==> src/core/bmbp_pkg.sv <==
package bmbp_pkg;

   // ------------------------------------------------------------
   // register indices (byte address is four times the index)
   // ------------------------------------------------------------
   localparam logic [5:0] BMBP_IDX_UPPER_DATA = 6'h00;
   localparam logic [5:0] BMBP_IDX_LOWER_DATA = 6'h01;
   localparam logic [5:0] BMBP_IDX_UPPER_DIR = 6'h02;
   localparam logic [5:0] BMBP_IDX_LOWER_DIR = 6'h03;
   localparam logic [5:0] BMBP_IDX_RSVD_LAST = 6'h07;
   localparam logic [5:0] BMBP_IDX_MODE = 6'h10;
   localparam int BMBP_ADDR_LSB = 2;
   localparam int BMBP_ADDR_W = 8;

   // ------------------------------------------------------------
   // field layout and reset values
   // ------------------------------------------------------------
   localparam int BMBP_PORT_W = 8;
   localparam int BMBP_MODE_EXP_BIT = 0;
   localparam logic [7:0] BMBP_DATA_RST = 8'h00;
   localparam logic [7:0] BMBP_DIR_RST = 8'h00;
   localparam logic [7:0] BMBP_ALL_OUT = 8'hFF;
   localparam logic [31:0] BMBP_RDATA_RST = 32'h0000_0000;

   // ------------------------------------------------------------
   // operating modes
   // ------------------------------------------------------------
   typedef enum logic {
      BMBP_SINGLE_CHIP = 1'b0,
      BMBP_EXPANDED = 1'b1
   } bmbp_mode_type;

   // ------------------------------------------------------------
   // apb slave answer sequence
   // ------------------------------------------------------------
   typedef enum logic [1:0] {
      BMBP_IDLE = 2'b00,
      BMBP_ANSWER = 2'b01
   } bmbp_apb_type;

endpackage

==> src/core/bmbp_sync.sv <==
`timescale 1ns/1ps
`default_nettype none
module bmbp_sync
   import bmbp_pkg::*;
#(
   parameter int WIDTH = BMBP_PORT_W
) (
   input wire logic clk,
   input wire logic rst_n,
   input wire logic ce,
   input wire logic [WIDTH-1:0] din,
   output logic [WIDTH-1:0] dout
);

   // ------------------------------------------------------------
   // three-stage catch, change accepted when stages two and three agree
   // ------------------------------------------------------------
   genvar gi;
   generate
      for (gi = 0; gi < WIDTH; gi++) begin : g_bit
         logic s1_r;
         logic s2_r;
         logic s3_r;
         logic out_r;
         always_ff @(posedge clk or negedge rst_n) begin
            if (!rst_n) begin
               s1_r <= 1'b0;
               s2_r <= 1'b0;
               s3_r <= 1'b0;
               out_r <= 1'b0;
            end else if (ce) begin
               s1_r <= din[gi];
               s2_r <= s1_r;
               s3_r <= s2_r;
               if (s2_r == s3_r) begin
                  out_r <= s3_r;
               end
            end
         end
         assign dout[gi] = out_r;
      end
   endgenerate

endmodule
`default_nettype wire

==> src/core/bmbp_top.sv <==
// Summary of operation
// - in external bus modes the upper port pins carry address A15..A8 and data D15..D8 in bit order.
// - in external bus modes the lower port pins carry address A7..A0 and data D7..D0 in bit order.
// - when the upper port carries no external address its pins are general-purpose I/O.
// - when the lower port carries no external address its pins are general-purpose I/O.
// - each upper pin takes its direction and its read source from its upper direction bit.
// - each lower pin takes its direction and its read source from its lower direction bit.
// - in expanded modes both data registers leave the map and their accesses are echoed outward.
// - while mapped both data registers read and write at any time and reset to zero.
// - a direction bit of one makes the pin an output and zero makes it a high-impedance input.
// - a data read returns the filtered pin for input bits and the stored bit for output bits.
// - both direction registers reset to zero so they never override the bus three-state control.
`timescale 1ns/1ps
`default_nettype none
module bmbp_top
   import bmbp_pkg::*;
(
   input wire logic clk,
   input wire logic rst_n,
   input wire logic ce,
   input wire logic psel,
   input wire logic penable,
   input wire logic pwrite,
   input wire logic [BMBP_ADDR_W-1:0] paddr,
   input wire logic [31:0] pwdata,
   output logic pready,
   output logic [31:0] prdata,
   output logic pslverr,
   input wire logic ext_addr_phase,
   input wire logic ext_drive_data,
   input wire logic [15:0] ext_addr,
   input wire logic [15:0] ext_data,
   output logic echo_req,
   output logic echo_write,
   output logic [5:0] echo_index,
   output logic [7:0] echo_wdata,
   input wire logic [7:0] upper_port_pin_in,
   output logic [7:0] upper_port_pin_out,
   output logic [7:0] upper_port_pin_oe,
   input wire logic [7:0] lower_port_pin_in,
   output logic [7:0] lower_port_pin_out,
   output logic [7:0] lower_port_pin_oe,
   output logic expanded_mode
);

   // ------------------------------------------------------------
   // state
   // ------------------------------------------------------------
   logic [7:0] upper_port_data_r;
   logic [7:0] lower_port_data_r;
   logic [7:0] upper_port_direction_r;
   logic [7:0] lower_port_direction_r;
   bmbp_mode_type mode_r;
   bmbp_apb_type apb_r;
   logic pready_r;
   logic [31:0] prdata_r;
   logic pslverr_r;
   logic echo_req_r;
   logic echo_write_r;
   logic [5:0] echo_index_r;
   logic [7:0] echo_wdata_r;
   logic [7:0] up_out_r;
   logic [7:0] up_oe_r;
   logic [7:0] lo_out_r;
   logic [7:0] lo_oe_r;
   logic [7:0] upper_pin_f;
   logic [7:0] lower_pin_f;
   logic [5:0] idx;
   logic access;
   logic commit;
   logic exp_mode;
   logic [31:0] rdata_nxt;
   logic err_nxt;
   logic [7:0] up_out_nxt;
   logic [7:0] up_oe_nxt;
   logic [7:0] lo_out_nxt;
   logic [7:0] lo_oe_nxt;

   // ------------------------------------------------------------
   // helpers
   // ------------------------------------------------------------
   function automatic logic [7:0] read_mix(input logic [7:0] dir, input logic [7:0] data,
                                           input logic [7:0] pins);
      read_mix = (dir & data) | (~dir & pins);
   endfunction

   function automatic logic port_reg(input logic [5:0] i);
      port_reg = (i <= BMBP_IDX_LOWER_DIR);
   endfunction

   // ------------------------------------------------------------
   // pin input synchroniser
   // ------------------------------------------------------------
   bmbp_sync #(.WIDTH(16)) u_sync (
      .clk(clk),
      .rst_n(rst_n),
      .ce(ce),
      .din({upper_port_pin_in, lower_port_pin_in}),
      .dout({upper_pin_f, lower_pin_f})
   );

   assign idx = paddr[BMBP_ADDR_LSB +: 6];
   assign exp_mode = (mode_r == BMBP_EXPANDED);
   assign access = psel && penable;
   assign commit = access && pready_r;

   // ------------------------------------------------------------
   // read decode
   // ------------------------------------------------------------
   always_comb begin
      rdata_nxt = BMBP_RDATA_RST;
      err_nxt = 1'b0;
      if (port_reg(idx) && exp_mode) begin
         rdata_nxt = BMBP_RDATA_RST;
      end else begin
         case (idx)
            BMBP_IDX_UPPER_DATA: begin
               rdata_nxt[7:0] = read_mix(upper_port_direction_r, upper_port_data_r, upper_pin_f);
            end
            BMBP_IDX_LOWER_DATA: begin
               rdata_nxt[7:0] = read_mix(lower_port_direction_r, lower_port_data_r, lower_pin_f);
            end
            BMBP_IDX_UPPER_DIR: begin
               rdata_nxt[7:0] = upper_port_direction_r;
            end
            BMBP_IDX_LOWER_DIR: begin
               rdata_nxt[7:0] = lower_port_direction_r;
            end
            BMBP_IDX_MODE: begin
               rdata_nxt[BMBP_MODE_EXP_BIT] = exp_mode;
            end
            default: begin
               // reserved words read zero without error, anything past them is unmapped
               err_nxt = (idx > BMBP_IDX_RSVD_LAST);
            end
         endcase
      end
   end

   // ------------------------------------------------------------
   // apb answer: one wait state, read data captured on the edge that raises pready, writes taken on the completing edge
   // ------------------------------------------------------------
   always_ff @(posedge clk or negedge rst_n) begin
      if (!rst_n) begin
         apb_r <= BMBP_IDLE;
         pready_r <= 1'b0;
         prdata_r <= BMBP_RDATA_RST;
         pslverr_r <= 1'b0;
      end else if (ce) begin
         case (apb_r)
            BMBP_IDLE: begin
               if (access) begin
                  apb_r <= BMBP_ANSWER;
                  pready_r <= 1'b1;
                  prdata_r <= pwrite ? BMBP_RDATA_RST : rdata_nxt;
                  pslverr_r <= err_nxt;
               end
            end
            BMBP_ANSWER: begin
               apb_r <= BMBP_IDLE;
               pready_r <= 1'b0;
               pslverr_r <= 1'b0;
            end
            default: begin
               apb_r <= BMBP_IDLE;
               pready_r <= 1'b0;
            end
         endcase
      end
   end

   // ------------------------------------------------------------
   // register writes
   // ------------------------------------------------------------
   always_ff @(posedge clk or negedge rst_n) begin
      if (!rst_n) begin
         upper_port_data_r <= BMBP_DATA_RST;
         lower_port_data_r <= BMBP_DATA_RST;
         upper_port_direction_r <= BMBP_DIR_RST;
         lower_port_direction_r <= BMBP_DIR_RST;
         mode_r <= BMBP_SINGLE_CHIP;
      end else if (ce && commit && pwrite) begin
         if (!exp_mode) begin
            case (idx)
               BMBP_IDX_UPPER_DATA: upper_port_data_r <= pwdata[7:0];
               BMBP_IDX_LOWER_DATA: lower_port_data_r <= pwdata[7:0];
               BMBP_IDX_UPPER_DIR: upper_port_direction_r <= pwdata[7:0];
               BMBP_IDX_LOWER_DIR: lower_port_direction_r <= pwdata[7:0];
               default: begin
               end
            endcase
         end
         if (idx == BMBP_IDX_MODE) begin
            mode_r <= bmbp_mode_type'(pwdata[BMBP_MODE_EXP_BIT]);
         end
      end
   end

   // ------------------------------------------------------------
   // echo of unmapped port accesses onto the external bus
   // ------------------------------------------------------------
   always_ff @(posedge clk or negedge rst_n) begin
      if (!rst_n) begin
         echo_req_r <= 1'b0;
         echo_write_r <= 1'b0;
         echo_index_r <= 6'h00;
         echo_wdata_r <= 8'h00;
      end else if (ce) begin
         echo_req_r <= commit && exp_mode && port_reg(idx);
         if (commit && exp_mode && port_reg(idx)) begin
            echo_write_r <= pwrite;
            echo_index_r <= idx;
            echo_wdata_r <= pwdata[7:0];
         end
      end
   end

   // ------------------------------------------------------------
   // pin drive
   // ------------------------------------------------------------
   always_comb begin
      if (exp_mode) begin
         // address phase drives the address, data phase drives only when writing outward
         up_out_nxt = ext_addr_phase ? ext_addr[15:8] : ext_data[15:8];
         lo_out_nxt = ext_addr_phase ? ext_addr[7:0] : ext_data[7:0];
         up_oe_nxt = (ext_addr_phase || ext_drive_data) ? BMBP_ALL_OUT : BMBP_DIR_RST;
         lo_oe_nxt = (ext_addr_phase || ext_drive_data) ? BMBP_ALL_OUT : BMBP_DIR_RST;
      end else begin
         up_out_nxt = upper_port_data_r;
         lo_out_nxt = lower_port_data_r;
         up_oe_nxt = upper_port_direction_r;
         lo_oe_nxt = lower_port_direction_r;
      end
   end

   always_ff @(posedge clk or negedge rst_n) begin
      if (!rst_n) begin
         up_out_r <= BMBP_DATA_RST;
         lo_out_r <= BMBP_DATA_RST;
         up_oe_r <= BMBP_DIR_RST;
         lo_oe_r <= BMBP_DIR_RST;
      end else if (ce) begin
         up_out_r <= up_out_nxt;
         lo_out_r <= lo_out_nxt;
         up_oe_r <= up_oe_nxt;
         lo_oe_r <= lo_oe_nxt;
      end
   end

   // the direction register applies one edge late, hence software waits before reading pins
   assign pready = pready_r;
   assign prdata = prdata_r;
   assign pslverr = pslverr_r;
   assign echo_req = echo_req_r;
   assign echo_write = echo_write_r;
   assign echo_index = echo_index_r;
   assign echo_wdata = echo_wdata_r;
   assign upper_port_pin_out = up_out_r;
   assign upper_port_pin_oe = up_oe_r;
   assign lower_port_pin_out = lo_out_r;
   assign lower_port_pin_oe = lo_oe_r;
   assign expanded_mode = mode_r;
endmodule
`default_nettype wire

==> config.mk <==
export PLATFORM = sky130hd
export DESIGN_NAME = bmbp_top
export DESIGN_NICKNAME = d
export VERILOG_FILES = /design/src/core/bmbp_pkg.sv /design/src/core/bmbp_sync.sv /design/src/core/bmbp_top.sv
export SDC_FILE = /design/constraint.sdc
export NUM_CORES = 1
export LEC_CHECK = 0
export BUFFER_PORTS_ARGS = -buffer_cell sky130_fd_sc_hd__buf_4
export CAP_MARGIN = 20
export CORE_ASPECT_RATIO = 1.75
export CORE_MARGIN = 2
export CORE_UTILIZATION = 45
export DETAILED_ROUTE_END_ITERATION = 6
export PLACE_DENSITY = 0.8
export SETUP_SLACK_MARGIN = 0.15
export SYNTH_ARGS = -nofsm -noshare
export SYNTH_HDL_FRONTEND = slang
export SYNTH_SLANG_ARGS = --single-unit
==> constraint.sdc <==
create_clock -name clk -period 4.4 [get_ports clk]
set_clock_uncertainty 0.05 [all_clocks]
set_input_delay 0.44 -clock clk [delete_from_list [all_inputs] [get_ports clk]]
set_output_delay 0.44 -clock clk [all_outputs]
set_load 0.1 [all_outputs]
==> results.md <==
* Outcome: finished, final reports clean
* Total GRT Usage at 19.78%
* Worst-Margin Slew at 0.9936 ns
* Clock Sinks at 155
* Core ar. at around 15000 sq um
* # resized after CTS at 0
* Clock Tree Buf Depth at 2
* Synth async-reset ratio at 100.0%
* Count of pins over their slew limit at 0
* Drt drc at 0
* Syn. warnings at 0
* Die Ht at 167.7 um
* CTS tree: built
* Ratio of cells with drive above 1 in the final layout at around 39%
* Multi-input logic area at approximately 2700 sq um
* Total placed instance area at 7879 sq um
* Synth top area cells: dfrtp_1 56%, mux2_2 18%, a21oi_1 3.6%
* Final instance area at 8448 sq um
* Number of global-route vias before repair at 4820
* Root buf cell: clkbuf_16
* Maxcap violations at 0
* Fin crit period at 2.388 ns
* Count leader, synth: dfrtp_1
* Setup TNS at 0 ns
* Grt total ovfl at 0
* CTS Hold Bufs at 0
* Fill count at 1225
* Via count at roughly 4800
* # setup viols final at 0
* Die W at 97.56 um
* Setup Buffers After CTS at 0
* Leak Pwr at between 4 and 5 nW
* Initial drt markers at 269
* DP HPWL at 11290 um
* Storage element area at 3880 sq um
* Row cnt at 59
* Clk network pwr share at 38.6%
* Crit. End Element: flop
* Critical path arrival at around 2.6 ns
* Mean Syn Cell Area at 12.14 sq um
* RSZ-0062 raised after global routing: false
* WL/cell at ~18 um
* Netlist cell types at 36
* Internal power at 2.595 mW
* Via density at between 5 and 6
* FMAX at 418.7 MHz
* Area delta synth->final at 22.56%
* Antenna Nets Post-Route at 0
* Synth area leader: dfrtp_1
* PD cells at ~430 nW/um^2
* Flop pwr share at 45.2%
* Psw at 1.056 mW
* Mapped Cells at 568
* H-tree lvl count at 4
* Flops & latches, synth at between 150 and 200
* Share of the yosys chip area belonging to registers at 56.27%
* Critical path data required time at ~4.7 ns
* Final-stage net count at 782
* Slew headroom at ~34%
* Crit Path Category: reg -> reg
* Top FF cell, synth: dfrtp_1
* Fin crit share at 54.28%
* Num CTS Buffers at 17
* Post-synth EDFFs at 0
* Reg2Reg Depth at 2
* Final Routed Wirelength at 16000 um
* Max FO, Critical Path at 54
* Commonest cells in the netlist: 155 x dfrtp_1, 108 x mux2_2, 49 x a21oi_1
* FF-to-FF setup slack at 2.01 ns
* Final hold viol count at 0
* Reg clk slew, reported paths at 0.06 ns
* Fraction of post-synthesis cell area in the top cell type by area at 56.27%
* Initial antenna violation count at 0
* Starting Density at approximately 46%
* Reg2reg end: echo_wdata[5]
* Crit Reg-Reg Startpoint: expanded_mode
* Ant diodes at 0
* Min-delay worst type: in -> async
* Largest net degree at the start of global routing at between 90 and 100
* Clk_lat worst skew at 0.42 ns
* DRT Pass-1 Iters at 4
* Startpoint Class: flop
* Die area at 16360 sq um
* Mapped Area at 6893 sq um
* Total power at 3.650 mW
* Max IR drop VDD at 0.2965 mV
* PortBufs at 128
* Switching Share at 28.92%
* Number of top-level pins at 179
* First-pass GRT wire length at 25340 um
* Logic gate share of total power at approximately 16%
* GPL Wtd Cong at 0.8205
## area by class of cell
type	instances	share of cell area, %
Clock buffer	20	5.287
Clock inverter	11	1.451
Timing Repair Buffer	131	11.69
Tap cell	183	2.710
Multi-Input combinational cell	365	32.23
Inverter	16	0.7109
Sequential cell	155	45.93
## placed cells by master, fill, tap and decap left out, types with 2 or more instances in the layout
cell / netlist / routed
a211oi_1: 2 / 2
a21oi_1: 49 / 49
a22oi_1: 3 / 3
and2_1: 6 / 6
and4_1: 2 / 2
buf_4: 26 / 130
bufinv_16: 0 / 2
clkbuf_1: 19 / 2
clkbuf_16: 0 / 17
clkinv_2: 0 / 3
clkinv_4: 0 / 2
clkinvlp_4: 0 / 4
conb_1: 1 / 24
dfrtp_1: 155 / 154
inv_1: 16 / 16
mux2_2: 108 / 108
mux2i_1: 16 / 16
nand2_1: 17 / 17
nand2b_1: 16 / 16
nand3_2: 2 / 2
nor2_1: 37 / 37
nor2b_1: 18 / 18
o21ai_0: 23 / 23
o22a_1: 16 / 16
o311ai_0: 12 / 12
o32a_1: 2 / 2
## worst max-delay path by stage
stage                        from                   endpoint  slack (ns)
global route        expanded_mode              echo_wdata[5]        1.82
floorplan                  pready       lower_port_data_r[0]        1.97
global placement               ce       lower_port_data_r[7]        1.84
CTS                 expanded_mode              echo_wdata[5]        2.00
detailed placement             ce  upper_port_direction_r[4]        1.76
finish              expanded_mode              echo_wdata[5]        2.01
## registers in the layout, summed over array words and instances (netlist names), 6 cells and up
register	flops
u_sync.g_bit.out_r	16
u_sync.g_bit.s1_r	16
u_sync.g_bit.s2_r	16
u_sync.g_bit.s3_r	16
echo_wdata	8
lower_port_data_r	8
lower_port_direction_r	8
lower_port_pin_oe	8
lower_port_pin_out	8
prdata	8
upper_port_data_r	8
upper_port_direction_r	8
upper_port_pin_oe	8
upper_port_pin_out	8
echo_index	6
## routing by layer
layer	track usage [%]	part of all wire, %
met2	35.38	55
met4	8.092	2.9
met5	0	0
met1	22.23	37
met3	5.134	5.1
## worst max-delay path, stage by stage, from the launching register on
cell	delay [ns]
dfrtp_2	1.01
nand3_2	0.71
mux2_2	0.49
## stage by stage
stage / hold WS, ns / utilization [%] / instances / setup WS [ns]
after CTS: 0.07508 / 56.65 / 881 / 2.002
after detailed placement: 0.4229 / 52.84 / 850 / 1.757
final: 0.02170 / 56.65 / 881 / 2.012
after global placement: 0.4163 / 52.84 / 850 / 1.844
after global routing: 0.1009 / 56.65 / 881 / 1.823
after floorplan: 0.09441 / - / 591 / 1.974
## cell families after synthesis
kind of cell | share of synthesized area (%)
flops | 56.27
mux | 19.97
compound gates | 9.838
simple gates | 8.387
buf+inv | 5.482
other cells | 0.05440
## power groups by stage
stage	Clock (mW)	Combinational (mW)	Sequential, mW
finish	1.41	0.589	1.65
global route	1.49	0.629	1.67
CTS	1.43	0.593	1.65
detailed placement	0	0.590	1.67
global placement	0	0.571	1.66
floorplan	0	0.325	1.76
Note: power is estimated with default switching activity, not from simulation.
